==> config.mk <==
export PLATFORM = sky130hd
export DESIGN_NAME = cantx_top
export DESIGN_NICKNAME = d
export VERILOG_FILES = /design/src/rtl/cantx_filter.v /design/src/rtl/cantx_slot.v /design/src/rtl/cantx_top.v
export VERILOG_INCLUDE_DIRS = /design/src /design/src/rtl
export SDC_FILE = /design/constraint.sdc
export NUM_CORES = 1
export LEC_CHECK = 0
export ABC_CLOCK_PERIOD_IN_PS = 8000
export BUFFER_PORTS_ARGS = -buffer_cell sky130_fd_sc_hd__buf_2
export CAP_MARGIN = 20
export CORE_MARGIN = 2
export CORE_UTILIZATION = 35
export DETAILED_ROUTE_END_ITERATION = 10
export GPL_TIMING_DRIVEN = 0
export PLACE_DENSITY = 0.58
export SYNTH_ARGS = -nofsm -noshare
export SYNTH_HDL_FRONTEND = slang
export SYNTH_HIERARCHICAL = 1
export SYNTH_SLANG_ARGS = --single-unit
export TNS_END_PERCENT = 30
==> constraint.sdc <==
create_clock -name CLK -period 8 [get_ports CLK]
set_input_delay 0.8 -clock CLK [delete_from_list [all_inputs] [get_ports CLK]]
set_output_delay 0.8 -clock CLK [all_outputs]
set_load 0.02 [all_outputs]
==> src/rtl/cantx_defs.vh <==
`ifndef CANTX_DEFS_VH
`define CANTX_DEFS_VH
// Register offsets on the plain register port.
`define CANTX_OFS_RIER   4'h0
`define CANTX_OFS_TFLG   4'h1
`define CANTX_OFS_TCR    4'h2
`define CANTX_OFS_IDAC   4'h3
`define CANTX_OFS_RXERR  4'h4
`define CANTX_OFS_TXERR  4'h5
`define CANTX_OFS_MCR0   4'h6
`define CANTX_OFS_CODE0  4'h8
`define CANTX_OFS_MASK0  4'hC
// Field positions.
`define CANTX_RXFULL_IE_BIT 0
`define CANTX_SOFT_RST_BIT  0
`define CANTX_ABORT_LSB     4
`define CANTX_MODE_LSB      4
// Reset values.
`define CANTX_RST_RIER   8'h00
`define CANTX_RST_TFLG   8'h07
`define CANTX_RST_TCR    8'h00
`define CANTX_RST_MODE   2'h0
`define CANTX_RST_ACC    8'h00
`define CANTX_RST_MCR0   8'h01
// Acceptance modes.
`define CANTX_MODE_32    2'h0
`define CANTX_MODE_16    2'h1
`define CANTX_MODE_8     2'h2
`define CANTX_MODE_SHUT  2'h3
`endif

==> src/rtl/cantx_filter.v <==
`include "cantx_defs.vh"

// Acceptance filter: purely combinational, compares identifier bytes to code
// under mask and reports acceptance plus the number of the hitting filter.
module cantx_filter (
  input  wire [31:0] code,
  input  wire [31:0] mask,
  input  wire [1:0]  mode,
  input  wire [31:0] ident,
  input  wire        ext_id,
  output reg         accept,
  output reg  [1:0]  hit
);
  wire [31:0] bit_ok;
  reg  [3:0]  fok;

  // A set mask bit makes its bit don't-care; a clear one needs equality.
  genvar i;
  generate
    for (i = 0; i < 32; i = i + 1) begin : g_bit
      assign bit_ok[i] = mask[i] | (code[i] == ident[i]);
    end
  endgenerate

  // Byte 0 sits in bits 31:24, byte 3 in bits 7:0.
  always @* begin
    fok = 4'h0;
    accept = 1'b0;
    hit = 2'h0;
    case (mode)
      `CANTX_MODE_32: begin
        // Standard identifiers only use the first two bytes.
        fok[0] = ext_id ? &bit_ok : &bit_ok[31:16];
      end
      `CANTX_MODE_16: begin
        fok[0] = &bit_ok[31:16];
        fok[1] = &bit_ok[15:0];
      end
      `CANTX_MODE_8: begin
        fok[0] = &bit_ok[31:24];
        fok[1] = &bit_ok[23:16];
        fok[2] = &bit_ok[15:8];
        fok[3] = &bit_ok[7:0];
      end
      default: fok = 4'h0;
    endcase
    accept = |fok;
    // Lowest numbered filter wins when several hit.
    if (fok[0]) begin
      hit = 2'h0;
    end else if (fok[1]) begin
      hit = 2'h1;
    end else if (fok[2]) begin
      hit = 2'h2;
    end else if (fok[3]) begin
      hit = 2'h3;
    end
  end
endmodule

==> src/rtl/cantx_slot.v <==
`include "cantx_defs.vh"

// One transmit buffer's handshake: empty flag, abort request and ack.
module cantx_slot (
  input  wire clk,
  input  wire rst_n,
  input  wire hold,
  input  wire clr_empty,
  input  wire set_abort_rq,
  input  wire sent,
  input  wire abort_ok,
  input  wire irq_en,
  output reg  empty,
  output reg  abort_ack,
  output reg  abort_rq,
  output wire irq
);
  wire set_empty;
  wire grant;

  // An abort is granted only while a request is pending and slot is busy.
  assign grant = abort_rq & abort_ok & ~empty;
  assign set_empty = ~empty & (sent | grant);
  assign irq = empty & irq_en;

  // Soft reset holds the whole slot in reset; setting beats a clear write.
  always @(posedge clk or negedge rst_n) begin
    if (!rst_n) begin
      empty <= 1'b1;
      abort_ack <= 1'b0;
      abort_rq <= 1'b0;
    end else if (hold) begin
      empty <= 1'b1;
      abort_ack <= 1'b0;
      abort_rq <= 1'b0;
    end else begin
      if (set_empty) begin
        empty <= 1'b1;
        abort_ack <= grant & ~sent;
        abort_rq <= 1'b0;
      end else begin
        if (clr_empty & empty) begin
          empty <= 1'b0;
          abort_ack <= 1'b0;
        end
        if (set_abort_rq & ~empty) begin
          abort_rq <= 1'b1;
        end
      end
    end
  end
endmodule

==> src/rtl/cantx_top.v <==
// Functional notes
// - Receive-full enable set lets an accepted reception raise receive irq.
// - Soft reset holds interrupt enable, transmit flags, transmit control.
// - Empty flags clear on written one; ack flags read-only; resets clear.
// - Per-buffer abort ack: 1 aborted, 0 sent; clears with empty.
// - CPU clears empty to schedule; device sets it after successful send.
// - Successful abort sets empty; interrupt pending unless masked.
// - Empty flag becoming set clears its abort request bit.
// - Abort granted before start or after failed attempt; sets empty, ack.
// - Writing 0 never clears abort request; only device, soft reset or reset clears it.
// - Per-buffer empty interrupt enables gate transmit interrupt.
// - Mode field: one 32, two 16, four 8-bit filters, or closed.
// - Closed mode accepts nothing; foreground buffer never reloaded.
// - Hit indicator names matching filter, updated on foreground copy.
// - Mode, code and mask registers writable only under soft reset.
// - Error counters read-only; software reads them in sleep or reset.
// - All receptions land in background; only accepted ones signal CPU.
// - Filter covers four identifier bytes; standard uses first two.
// - Mask 1 means don't-care, 0 requires equality; all must match.
`include "cantx_defs.vh"

module cantx_top (
  input  wire        CLK,
  input  wire        RSTN,
  input  wire [3:0]  ADDR,
  input  wire [7:0]  WDATA,
  input  wire        WR,
  input  wire        RD,
  output reg  [7:0]  RDATA,
  input  wire        RX_DONE,
  input  wire [31:0] RX_IDENT,
  input  wire        RX_EXT,
  input  wire        RX_FULL_CLR,
  input  wire [2:0]  TX_SENT,
  input  wire [2:0]  TX_ABORT_OK,
  input  wire [7:0]  RX_ERR_CNT,
  input  wire [7:0]  TX_ERR_CNT,
  input  wire        SLEEP,
  output wire        SOFT_RESET,
  output wire [2:0]  TX_EMPTY,
  output wire [2:0]  TX_ABORT_REQ,
  output reg         RX_LOAD,
  output wire [1:0]  FILTER_HIT,
  output wire        RX_IRQ,
  output wire        TX_IRQ
);
  reg  [1:0]  rst_sync;
  wire        rst_n;
  reg  [7:0]  mcr0;
  reg  [7:0]  rier;
  reg  [2:0]  tx_ie;
  reg  [1:0]  acc_mode;
  reg  [1:0]  hit;
  reg  [7:0]  code [0:3];
  reg  [7:0]  mask [0:3];
  reg         rx_full;
  wire        hold;
  wire        f_accept;
  wire [1:0]  f_hit;
  wire [2:0]  empty;
  wire [2:0]  ack;
  wire [2:0]  abort_rq;
  wire [2:0]  slot_irq;
  wire        wr_tflg;
  wire        wr_tcr;
  wire        cfg_ok;
  wire        err_ok;
  reg  [7:0]  next_rdata;
  integer     k;

  // Reset is released through two flops so all flops leave reset together.
  always @(posedge CLK or negedge RSTN) begin
    if (!RSTN) begin
      rst_sync <= 2'h0;
    end else begin
      rst_sync <= {rst_sync[0], 1'b1};
    end
  end
  assign rst_n = rst_sync[1];

  // Soft reset state and register write qualifiers.
  assign hold = mcr0[`CANTX_SOFT_RST_BIT];
  assign SOFT_RESET = hold;
  assign wr_tflg = WR & (ADDR == `CANTX_OFS_TFLG);
  assign wr_tcr = WR & (ADDR == `CANTX_OFS_TCR) & ~hold;
  assign cfg_ok = WR & hold;
  // Counters are only meaningful to software while the engine is parked.
  assign err_ok = SLEEP | hold;

  // Module control: only the soft reset bit is kept here.
  always @(posedge CLK or negedge rst_n) begin
    if (!rst_n) begin
      mcr0 <= `CANTX_RST_MCR0;
    end else if (WR && ADDR == `CANTX_OFS_MCR0) begin
      mcr0 <= {7'h00, WDATA[`CANTX_SOFT_RST_BIT]};
    end
  end

  // Interrupt enables and transmit control are held at their reset values under soft reset.
  always @(posedge CLK or negedge rst_n) begin
    if (!rst_n) begin
      rier <= `CANTX_RST_RIER;
      tx_ie <= 3'h0;
    end else if (hold) begin
      rier <= `CANTX_RST_RIER;
      tx_ie <= 3'h0;
    end else begin
      if (WR && ADDR == `CANTX_OFS_RIER) begin
        rier <= WDATA;
      end
      if (wr_tcr) begin
        tx_ie <= WDATA[2:0];
      end
    end
  end

  // Acceptance configuration writes pass only under soft reset.
  always @(posedge CLK or negedge rst_n) begin
    if (!rst_n) begin
      acc_mode <= `CANTX_RST_MODE;
      for (k = 0; k < 4; k = k + 1) begin
        code[k] <= `CANTX_RST_ACC;
        mask[k] <= `CANTX_RST_ACC;
      end
    end else if (cfg_ok) begin
      if (ADDR == `CANTX_OFS_IDAC) begin
        acc_mode <= WDATA[`CANTX_MODE_LSB+1:`CANTX_MODE_LSB];
      end
      for (k = 0; k < 4; k = k + 1) begin
        if (ADDR == `CANTX_OFS_CODE0 + k[3:0]) begin
          code[k] <= WDATA;
        end
        if (ADDR == `CANTX_OFS_MASK0 + k[3:0]) begin
          mask[k] <= WDATA;
        end
      end
    end
  end

  cantx_filter u_filter (
    .code   ({code[0], code[1], code[2], code[3]}),
    .mask   ({mask[0], mask[1], mask[2], mask[3]}),
    .mode   (acc_mode),
    .ident  (RX_IDENT),
    .ext_id (RX_EXT),
    .accept (f_accept),
    .hit    (f_hit)
  );

  // A reception that passes the filter is copied to the foreground only
  // while the foreground is free; rejected ones stay in the background.
  always @(posedge CLK or negedge rst_n) begin
    if (!rst_n) begin
      rx_full <= 1'b0;
      hit <= 2'h0;
      RX_LOAD <= 1'b0;
    end else if (hold) begin
      rx_full <= 1'b0;
      RX_LOAD <= 1'b0;
    end else begin
      RX_LOAD <= 1'b0;
      if (RX_DONE && f_accept && !rx_full) begin
        rx_full <= 1'b1;
        hit <= f_hit;
        RX_LOAD <= 1'b1;
      end else if (RX_FULL_CLR) begin
        rx_full <= 1'b0;
      end
    end
  end
  assign FILTER_HIT = hit;
  assign RX_IRQ = rx_full & rier[`CANTX_RXFULL_IE_BIT];

  genvar g;
  generate
    for (g = 0; g < 3; g = g + 1) begin : g_slot
      cantx_slot u_slot (
        .clk          (CLK),
        .rst_n        (rst_n),
        .hold         (hold),
        .clr_empty    (wr_tflg & WDATA[g]),
        .set_abort_rq (wr_tcr & WDATA[`CANTX_ABORT_LSB+g]),
        .sent         (TX_SENT[g]),
        .abort_ok     (TX_ABORT_OK[g]),
        .irq_en       (tx_ie[g]),
        .empty        (empty[g]),
        .abort_ack    (ack[g]),
        .abort_rq     (abort_rq[g]),
        .irq          (slot_irq[g])
      );
    end
  endgenerate
  assign TX_EMPTY = empty;
  assign TX_ABORT_REQ = abort_rq;
  assign TX_IRQ = |slot_irq;

  // Read mux; error counters read back only in sleep or soft reset.
  always @* begin
    next_rdata = 8'h00;
    case (ADDR)
      `CANTX_OFS_RIER: next_rdata = rier;
      `CANTX_OFS_TFLG: next_rdata = {1'b0, ack, 1'b0, empty};
      `CANTX_OFS_TCR: next_rdata = {1'b0, abort_rq, 1'b0, tx_ie};
      `CANTX_OFS_IDAC: next_rdata = {2'h0, acc_mode, 2'h0, hit};
      `CANTX_OFS_RXERR: next_rdata = err_ok ? RX_ERR_CNT : 8'h00;
      `CANTX_OFS_TXERR: next_rdata = err_ok ? TX_ERR_CNT : 8'h00;
      `CANTX_OFS_MCR0: next_rdata = mcr0;
      4'h8, 4'h9, 4'hA, 4'hB: next_rdata = code[ADDR[1:0]];
      4'hC, 4'hD, 4'hE, 4'hF: next_rdata = mask[ADDR[1:0]];
      default: next_rdata = 8'h00;
    endcase
  end

  // Read data stand only in the cycle after the strobe.
  always @(posedge CLK or negedge rst_n) begin
    if (!rst_n) begin
      RDATA <= 8'h00;
    end else if (RD) begin
      RDATA <= next_rdata;
    end else begin
      RDATA <= 8'h00;
    end
  end
endmodule

After elaboration in Yosys (flattened, before gate mapping)

Cells that the tools add are included.

Flip-flop bits (word level): 101
Bits of input ports: 74

$lt $le $gt $ge: 1
Equality and inequality tests: 48
Multiplexer cells: 51
Bitwise operators: 76
Reductions and logical operators: 37

Operators with widths:

| kind                                                | count |
|---|---|
| two-way mux 8 bit                                   | 9 |
| one-hot mux 8 bit (9 select lines)                  | 1 |
| OR 1 bit                                            | 36 |
| AND 1 bit                                           | 32 |
| binary-select mux 8 bit (select 2 bit)              | 2 |
| equality test 1 bit                                 | 32 |
| equality test 4 bit, second input constant          | 8 |
| AND reduction 16 bit                                | 2 |
| AND reduction 32 bit                                | 1 |
| AND reduction 8 bit                                 | 4 |
| two-way mux 1 bit                                   | 30 |
| nonzero test 3 bit                                  | 7 |
| AND reduction 2 bit                                 | 10 |
| equality test 4 x 3 -> 1 bit, second input constant | 3 |
| OR reduction 4 bit                                  | 3 |
| two-way mux 2 bit                                   | 5 |
| equality test 4 x 2 -> 1 bit, second input constant | 2 |
| inverter 1 bit                                      | 7 |
| two-way mux 3 bit                                   | 2 |
| equality test 4 x 1 -> 1 bit, second input constant | 1 |
| logical AND 1 bit                                   | 4 |
| zero test 4 bit                                     | 1 |
| nonzero test 2 bit                                  | 2 |
| >= comparator 3 bit, second input constant          | 1 |
| 8 further kinds                                     | 8 |

Depth between registers and ports, before layout

Gate-level depths: netlist of run 1.

Depth after elaboration: 10
Mapped depth: 10
Depth with buffers taken out: 10

Cells and area by module

Netlist of run 1, hierarchy kept.

By module, submodules not included:

| module       | instances | cells an instance | area an instance (µm²) | sequential area each (µm²) |
|---|---|---|---|---|
| cantx_top    | 1         | 329               | 4494.3                 | 2303.5 |
| cantx_filter | 1         | 81                | 615.6                  | 0.0 |
| cantx_slot   | 3         | 14                | 157.7                  | 76.3 |

Worst setup path before layout of run 1

No wires, ideal clock.

Kind: input to register
Start: input RX_IDENT[31]
End: register hit[0] (netlist: FILTER_HIT[0])
Library setup time: 0.125 ns
Data arrival time: 2.467 ns
Required time: 7.875 ns
Slack: 5.409 ns
Cell stages on the path: 9
Path buffers: 0
Path through: xnor2_1 o32ai_1 nor4_1 nand2_1 o21ai_0 a221o_1 nand2_1 nor3_1 mux2_2

Word-level cells in the longest chain between the ends: 9
Elaborated cells between the ends (all ways): 12

RTL lines:

| element                                                      | line                                 | text |
|---|---|---|
| start, declared                                              | cantx_top.v:31                       | `input wire [31:0] RX_IDENT,` |
| equality test 1 bit (*)                                      | cantx_filter.v:21                    | `assign bit_ok[i] = mask[i] \| (code[i] == ident[i]);` |
| OR 1 bit (*)                                                 | cantx_filter.v:21                    |  |
| AND reduction 32 bit or AND reduction 16 bit (tied branches) | cantx_filter.v:33, cantx_filter.v:36 |  |
| two-way mux 1 bit                                            | cantx_filter.v:33                    | `fok[0] = ext_id ? &bit_ok : &bit_ok[31:16];` |
| one-hot mux 1 bit (3 select lines) (*)                       | cantx_filter.v:30                    | `case (mode)` |
| OR reduction 4 bit (*)                                       | cantx_filter.v:47                    | `accept = \|fok;` |
| via f_accept                                                 | cantx_top.v:58                       | `wire f_accept;` |
| logical AND 1 bit (*) (2 in a row)                           | cantx_top.v:162                      | `if (RX_DONE && f_accept && !rx_full) begin` |
| AND reduction 2 bit (no line) (*)                            | -                                    |  |
| end signal, assigned                                         | cantx_top.v:164                      | `hit <= f_hit;` |
| end, declared                                                | cantx_top.v:53                       | `reg [1:0] hit;` |

The timed path passes the listed nets; every way through them passes the cells marked *.
A chain may end at the register's enable or synchronous reset.

Worst setup path in the final report of run 1

Start: register acc_mode[0]
End: register hit[1] (netlist: FILTER_HIT[1])

Word-level cells in the longest chain between the ends: 6
Elaborated cells between the ends (all ways): 14

RTL lines:

| element                                                    | line              | text |
|---|---|---|
| start, declared                                            | cantx_top.v:52    | `reg [1:0] acc_mode;` |
| start signal, assigned                                     | cantx_top.v:120   | `` acc_mode <= `CANTX_RST_MODE; `` |
| start signal, assigned                                     | cantx_top.v:127   | `` acc_mode <= WDATA[`CANTX_MODE_LSB+1:`CANTX_MODE_LSB]; `` |
| equality test 2 bit (tied with other cells)                | cantx_filter.v:30 |  |
| one-hot mux 1 bit (3 select lines) (tied with other cells) | cantx_filter.v:30 |  |
| OR reduction 4 bit (*)                                     | cantx_filter.v:47 |  |
| via f_accept                                               | cantx_top.v:58    |  |
| logical AND 1 bit (*) (2 in a row)                         | cantx_top.v:162   |  |
| AND reduction 2 bit (no line) (*)                          | -                 |  |

Marked as above.

==> results of run 1 <==
## layout by cell type, fill, tap and decap left out, drive strengths merged, types with 4 or more instances in the layout
master / count
inv: 6
xnor2: 32
mux2: 78
and2: 16
buf: 104
a221oi: 7
a21oi: 12
dfrtp: 97
nand2b: 5
mux2i: 29
a22oi: 7
o21ai: 13
ha: 4
nor2: 23
nor3: 8
o22ai: 15
mux4: 12
dfstp: 4
clkbuf: 22
nand2: 11
nor4: 8
## worst max-delay path, stage by stage, from the launching register on
cell and delay (ps):
dfrtp_1 450, inv_1 110, ha_1 270, o32ai_1 120, nor4_1 370, nand2_1 120, o21ai_0 230, a221o_1 190
nand2_1 50, nor3_1 340, mux2_2 380
## kinds of logic (layout without fill, tap and decap cells)
group | after synthesis | count (layout) | synth area share (%)
AO/OA/AOI/OAI | 74 | 74 | 9.19
XOR/XNOR | 32 | 32 | 5.02
adder cells (fa/ha/maj) | 4 | 4 | 0.896
buffers and inverters | 31 | 135 | 3.14
flip-flops | 101 | 101 | 45.4
multiplexers | 119 | 119 | 25.8
other | 1 | 1 | 0.0672
AND/OR/NAND/NOR | 90 | 90 | 10.6
## where the power goes
part | internal (mW) | switching [mW] | leakage [nW]
combinational | 0.165 | 0.152 | 1.57
sequential | 0.588 | 0.0724 | 1.34
clock | 0.225 | 0.190 | 0.137
total | 0.978 | 0.414 | 3.05
## registers in the layout, summed over array words and instances, names as in the netlist
register,count
tx_ie,3
RDATA,8
g_slot.u_slot/abort_rq,3
rier,8
mcr0,1
RX_LOAD,1
acc_mode,2
rst_sync,2
code,32
rx_full,1
FILTER_HIT,2
g_slot.u_slot/empty,3
g_slot.u_slot/abort_ack,3
mask,32
## worst paths after layout
| path | to | slack, ps | cells past startpoint |
|---|---|---|---|
| worst min-delay path | rst_sync[1] | 220 | 1 |
| worst max register to register | FILTER_HIT[1] | 5250 | 10 |
| min in group CLK | rst_sync[1] | 350 | 0 |
| worst min register to register | rst_sync[1] | 350 | 0 |
| max in group asynchronous | g_slot[1].u_slot/empty | 6870 | 1 |
| worst max-delay path | FILTER_HIT[1] | 5250 | 10 |
## area by class of cell
class | instances | area, um2
clock buffers | 11 | 253
clock inverters | 3 | 22.5
repair buffers | 90 | 473
plain buffers | 25 | 153
multi-input cells | 320 | 2880
inverters | 6 | 22.5
well taps | 216 | 270
fillers | 1482 | 9110
flip-flops and latches | 101 | 2540
## routing by layer
layer  global-route usage [%]  share of wire [%]  up-vias
met5                        0                  0        -
met2                     31.0                 46      123
met4                     6.77                2.9        0
li1                         -                  -     1883
met1                     26.7                 45     2081
met3                     4.63                5.3       27
## per-stage QoR
| step | cells | power [mW] | util, % | setup WS (ps) | cell area [um2] |
|---|---|---|---|---|---|
| floorplan | 452 | 0.877 | - | 4990 | 5580 |
| global placement | 757 | 0.972 | 40.1 | 3810 | 6300 |
| detailed placement | 758 | 0.987 | 40.3 | 4910 | 6330 |
| CTS | 772 | 1.41 | 42.0 | 5240 | 6610 |
| global route | 772 | 1.47 | 42.0 | 4980 | 6610 |
| finish | 772 | 1.39 | 42.0 | 5250 | 6610 |
==> flow_metrics.py, run 1 <==
metrics = {
    "timing": {
        "timing.fmax_ghz": 0.363,
        "tightestPinTransition_ps": 809,
        "final-setup-viol-count": 0,
        "tns_ps": 0,
        "hold_viol": 0,
        "fin_crit_ps": 2750,
        "finalClockSkew_ps": 4.80,
        "holdWs_ps": 217,
        "final.period_utilization_pct": 34.4,
        "drv_slew": 0,
        "rsz0062_at_grt": "no",
        "max_slew_margin_pct": 45.8,
    },
    "clocking": {
        "root_buffer": "clkbuf_16",
        "cts_hold_buf": 0,
        "cts_buffers": 9,
        "clk_latency_ps": 360,
        "cts_resized": 0,
        "cts_tree": "done",
        "cts_max_path_buffers": 2,
        "cts-htree-levels": 3,
        "cts.sinks": 101,
        "cts_setup_buffers": 0,
        "path_clk_slew_ps": 60,
    },
    "yosys": {
        "synthCells": 452,
        "synth_flop_cell": "dfrtp_1",
        "synth_edf_count": 0,
        "netlist_area_mm2": 0.00558,
        "seq_area_frac_synth_pct": 45.4,
        "async_flop_share_pct": 100,
        "syn_avg_cell_area_um2": 12.4,
        "yosys-top-cells-area": "dfrtp_1 43%, mux2_2 16%, mux2i_1 5.2%, xnor2_1 5.0%, mux4_2 4.8%",
        "yosysMostFrequentCell": "dfrtp_1",
        "synth_top_area_share_pct": 43.5,
        "yosys.cell_types.count": 60,
        "synth_common_cells": "97 x dfrtp_1, 78 x mux2_2, 32 x xnor2_1",
        "ys_ff_latch": 101,
        "synth_nets": 530,
        "synth_top_area_cell": "dfrtp_1",
        "yosysWarningCount": 6,
    },
    "critical_path": {
        "worstPathMaxFanout": 6,
        "critPathArrivalTime_ps": 3000,
        "timing.rr.start": "acc_mode[0]",
        "criticalPathCategory": "reg2reg",
        "critPathLaunchType": "register",
        "cp-end-kind": "register",
        "startpoint": "acc_mode[0]",
        "worstPathRequired_ps": 8240,
    },
    "floorplanning": {
        "rows": 46,
        "core_area_mm2": 0.0157,
        "ios": 94,
        "die_area_mm2": 0.0170,
        "start_util_pct": 35.5,
        "die_y_um": 130,
        "die_w_um": 130,
    },
    "final_layout": {
        "area_growth_pct": 18.3,
        "antennaDiodeCount": 0,
        "finalNetCount": 631,
        "drive_above_1_share_pct": 43.2,
    },
    "global_routing": {
        "grt_max_degree": 53,
        "antenna_found_initial": 0,
        "grt.total_usage_pct": 19.7,
        "grt_overflow": 0,
        "grt_pass1_vias": 4296,
        "grt_pass1_wl_mm": 24.5,
    },
    "detailed_routing": {
        "routedWlPerCell_um": 20.0,
        "vias": 4114,
        "vias_per_cell": 5.33,
        "drt_pass1_iterations": 4,
        "drtIter0Drc": 238,
        "drc": 0,
        "routed_wl_mm": 15.4,
        "ant_nets": 0,
    },
    "power": {
        "power_density_mw_per_mm2": 211,
        "leakage_nw": 3.05,
        "peakVddDrop_v": 0.000136,
    },
    "placed_design": {
        "io_buffers": 89,
        "place.gp.congestion": 0.862,
        "hpwl_mm": 11.7,
    },
    "flow_run": {
        "drv_cap": 0,
    },
    "worst_hold_path": {
        "min_path_type": "in2async",
    },
    "status": {
        "status": "complete, no violations",
    },
}
(Power assumes the default switching activity.)
==> inputs of run 2 (changes only) <==
--- a/config.mk
+++ b/config.mk
@@ -6,7 +6,7 @@
 export SDC_FILE = /design/constraint.sdc
 export NUM_CORES = 1
 export LEC_CHECK = 0
-export ABC_CLOCK_PERIOD_IN_PS = 8000
+export ABC_CLOCK_PERIOD_IN_PS = 2850
 export BUFFER_PORTS_ARGS = -buffer_cell sky130_fd_sc_hd__buf_2
 export CAP_MARGIN = 20
 export CORE_MARGIN = 2
==> constraint.sdc (replaced) <==
create_clock -name CLK -period 2.85 [get_ports CLK]
set_input_delay 0.285 -clock CLK [delete_from_list [all_inputs] [get_ports CLK]]
set_output_delay 0.285 -clock CLK [all_outputs]
set_load 0.02 [all_outputs]
==> run 2 against run 1 <==
Net effect: sequential share of layout area decreased by 0.28 points; highest routed layer unchanged; critical path depth did not move; power rose to 2.9 times the previous value; routed wire length rose by 1.4%; critical path type unchanged.
==> flow_metrics.py, run 2 (synthesis gave the netlist of run 1 again) <==
metrics = {
    "status": {
        "status": "complete, no violations",
    },
    "clocking": {
        "clk_latency_ps": 360,
        "cts_buffers": 9,
        "cts.sinks": 101,
        "cts-htree-levels": 3,
        "root_buffer": "clkbuf_16",
        "cts_setup_buffers": 0,
        "cts_max_path_buffers": 2,
        "path_clk_slew_ps": 70,
        "cts_tree": "done",
    },
    "floorplanning": {
        "core_area_mm2": 0.0157,
        "rows": 46,
        "ios": 94,
        "start_util_pct": 35.5,
        "die_area_mm2": 0.0170,
        "die_y_um": 130,
        "die_w_um": 130,
    },
    "power": {
        "p_int_mw": 2.82,
        "power_density_mw_per_mm2": 603,
        "switchingPower_mw": 1.19,
        "pwr-share-comb_pct": 22.4,
        "leakage_nw": 3.06,
        "swShare_pct": 29.7,
        "power_frac_clock_pct": 31.4,
        "p_seq_share_pct": 46.2,
        "peakVddDrop_v": 0.000299,
    },
    "timing": {
        "tns_ps": 0,
        "fin_crit_ps": 2640,
        "tightestPinTransition_ps": 755,
        "drv_slew": 0,
        "holdWs_ps": 158,
        "max_slew_margin_pct": 49.4,
        "timing.fmax_ghz": 0.379,
        "rsz0062_at_grt": "no",
        "finalClockSkew_ps": 7.02,
        "hold_viol": 0,
        "final.period_utilization_pct": 92.5,
        "final-setup-viol-count": 0,
    },
    "critical_path": {
        "criticalPathCategory": "reg2reg",
        "critPathLaunchType": "register",
        "slowest_delay_ps": 450,
        "r2r_slack_ps": 210,
        "worst-path-buf-inv": 1,
        "critPathTopFamily": "simple AND/OR/NAND/NOR gates",
        "timing.rr.start": "acc_mode[0]",
        "cp-end-kind": "register",
        "worstPathRequired_ps": 3090,
        "critPathArrivalTime_ps": 2880,
        "path_cells": "inv_1 > ha_1 > o32ai_1 > nor4_2 > nand2_1 > o21ai_0 > a221o_1 > nand2_1 > nor3_2 > mux2_2",
        "worstPathMaxFanout": 6,
        "cp_common_cell": "nand2_1",
        "regToRegEndpoint": "FILTER_HIT[0]",
        "worstRegToRegCells": 10,
        "crit_slowest_cell": "dfrtp_1",
    },
    "detailed_routing": {
        "vias": 4106,
        "vias_per_cell": 5.30,
        "drtIter0Drc": 192,
        "routedWlPerCell_um": 20.2,
        "routed_wl_mm": 15.6,
        "drt_pass1_iterations": 5,
        "drc": 0,
        "ant_nets": 0,
    },
    "worst_hold_path": {
        "hold_path_depth": 2,
        "whs_endpoint": "g_slot[0].u_slot/abort_ack",
        "min_path_type": "in2reg",
        "min_from": "TX_SENT[0]",
    },
    "placed_design": {
        "place.gp.congestion": 0.873,
        "io_buffers": 89,
        "hpwl_mm": 11.7,
    },
    "flow_run": {
        "drv_cap": 0,
    },
    "final_layout": {
        "finalNetCount": 632,
        "drive_above_1_share_pct": 43.5,
        "layout_common_cells": "96 x dfrtp_1, 96 x buf_2, 78 x mux2_2, 32 x xnor2_1, 29 x mux2i_1",
        "top_regs": "code (32), mask (32)",
        "area_growth_pct": 19.2,
        "antennaDiodeCount": 0,
    },
    "global_routing": {
        "grt_max_degree": 59,
        "grt_overflow": 0,
        "grt_pass1_wl_mm": 24.1,
        "antenna_found_initial": 0,
        "grt.total_usage_pct": 19.3,
        "grt_pass1_vias": 4244,
    },
}
==> run 2: cell types whose count changed in the layout (fill, tap and decap cells not counted) <==
cell	change
nor4_2	+1
nor3_1	-1
clkinvlp_4	+1
bufinv_16	+1
clkbuf_8	-1
dlygate4sd3_1	+1
nor3_2	+1
nor4_1	-1
clkbuf_1	+1
==> run 2: what timing repair did <==
action	in CTS	in global routing
resized for setup	0	2
hold endpoints to repair	2	0
hold buffers	1	0
setup endpoints to repair	0	3
==> run 2: area by class of cell <==
type | count | area, um2
plain buffers | 25 | 153
clock buffers | 11 | 243
clock inverters | 5 | 60.1
fillers | 1492 | 9060
inverters | 6 | 22.5
multi-input cells | 320 | 2890
flip-flops and latches | 101 | 2540
well taps | 216 | 270
repair buffers | 91 | 483
==> run 2: through the flow <==
| step | util [%] | cells | worst slack (ps) | area, um2 | power [mW] |
|---|---|---|---|---|---|
| 2_1_floorplan | - | 452 | 481 | 5580 | 2.46 |
| 3_3_place_gp | 40.1 | 757 | 211 | 6300 | 2.73 |
| 3_5_place_dp | 40.3 | 758 | 55.5 | 6330 | 2.77 |
| 4_1_cts | 42.3 | 775 | 36.8 | 6640 | 4.04 |
| 5_1_grt | 42.3 | 775 | 23.6 | 6650 | 4.19 |
| 6_report | 42.3 | 775 | 212 | 6650 | 4.01 |
==> run 2: worst max path at each step <==
stage | depth (start not counted) | slack (ps) | from | to
floorplan | 10 | 480 | acc_mode[0] | FILTER_HIT[0]
global placement | 10 | 210 | acc_mode[0] | FILTER_HIT[0]
detailed placement | 10 | 60 | acc_mode[0] | FILTER_HIT[1]
CTS | 10 | 40 | acc_mode[0] | FILTER_HIT[0]
global route | 10 | 20 | acc_mode[0] | FILTER_HIT[1]
finish | 10 | 210 | acc_mode[0] | FILTER_HIT[0]
==> run 2: power groups by stage <==
stage	clock network, mW	registers [mW]	logic (mW)
after floorplan	0	1.84	0.618
after global placement	0	1.88	0.851
after detailed placement	0	1.88	0.893
after CTS	1.29	1.85	0.897
after global routing	1.33	1.89	0.970
final	1.26	1.85	0.900
==> run 2: per-layer routing <==
| layer | up-vias | GRT usage [%] | share of wire, % |
|---|---|---|---|
| met5 | - | 0 | 0 |
| met4 | 0 | 6.83 | 2.2 |
| met3 | 21 | 2.67 | 4.7 |
| met2 | 121 | 31.5 | 48 |
| met1 | 2084 | 26.3 | 45 |
| li1 | 1880 | - | - |
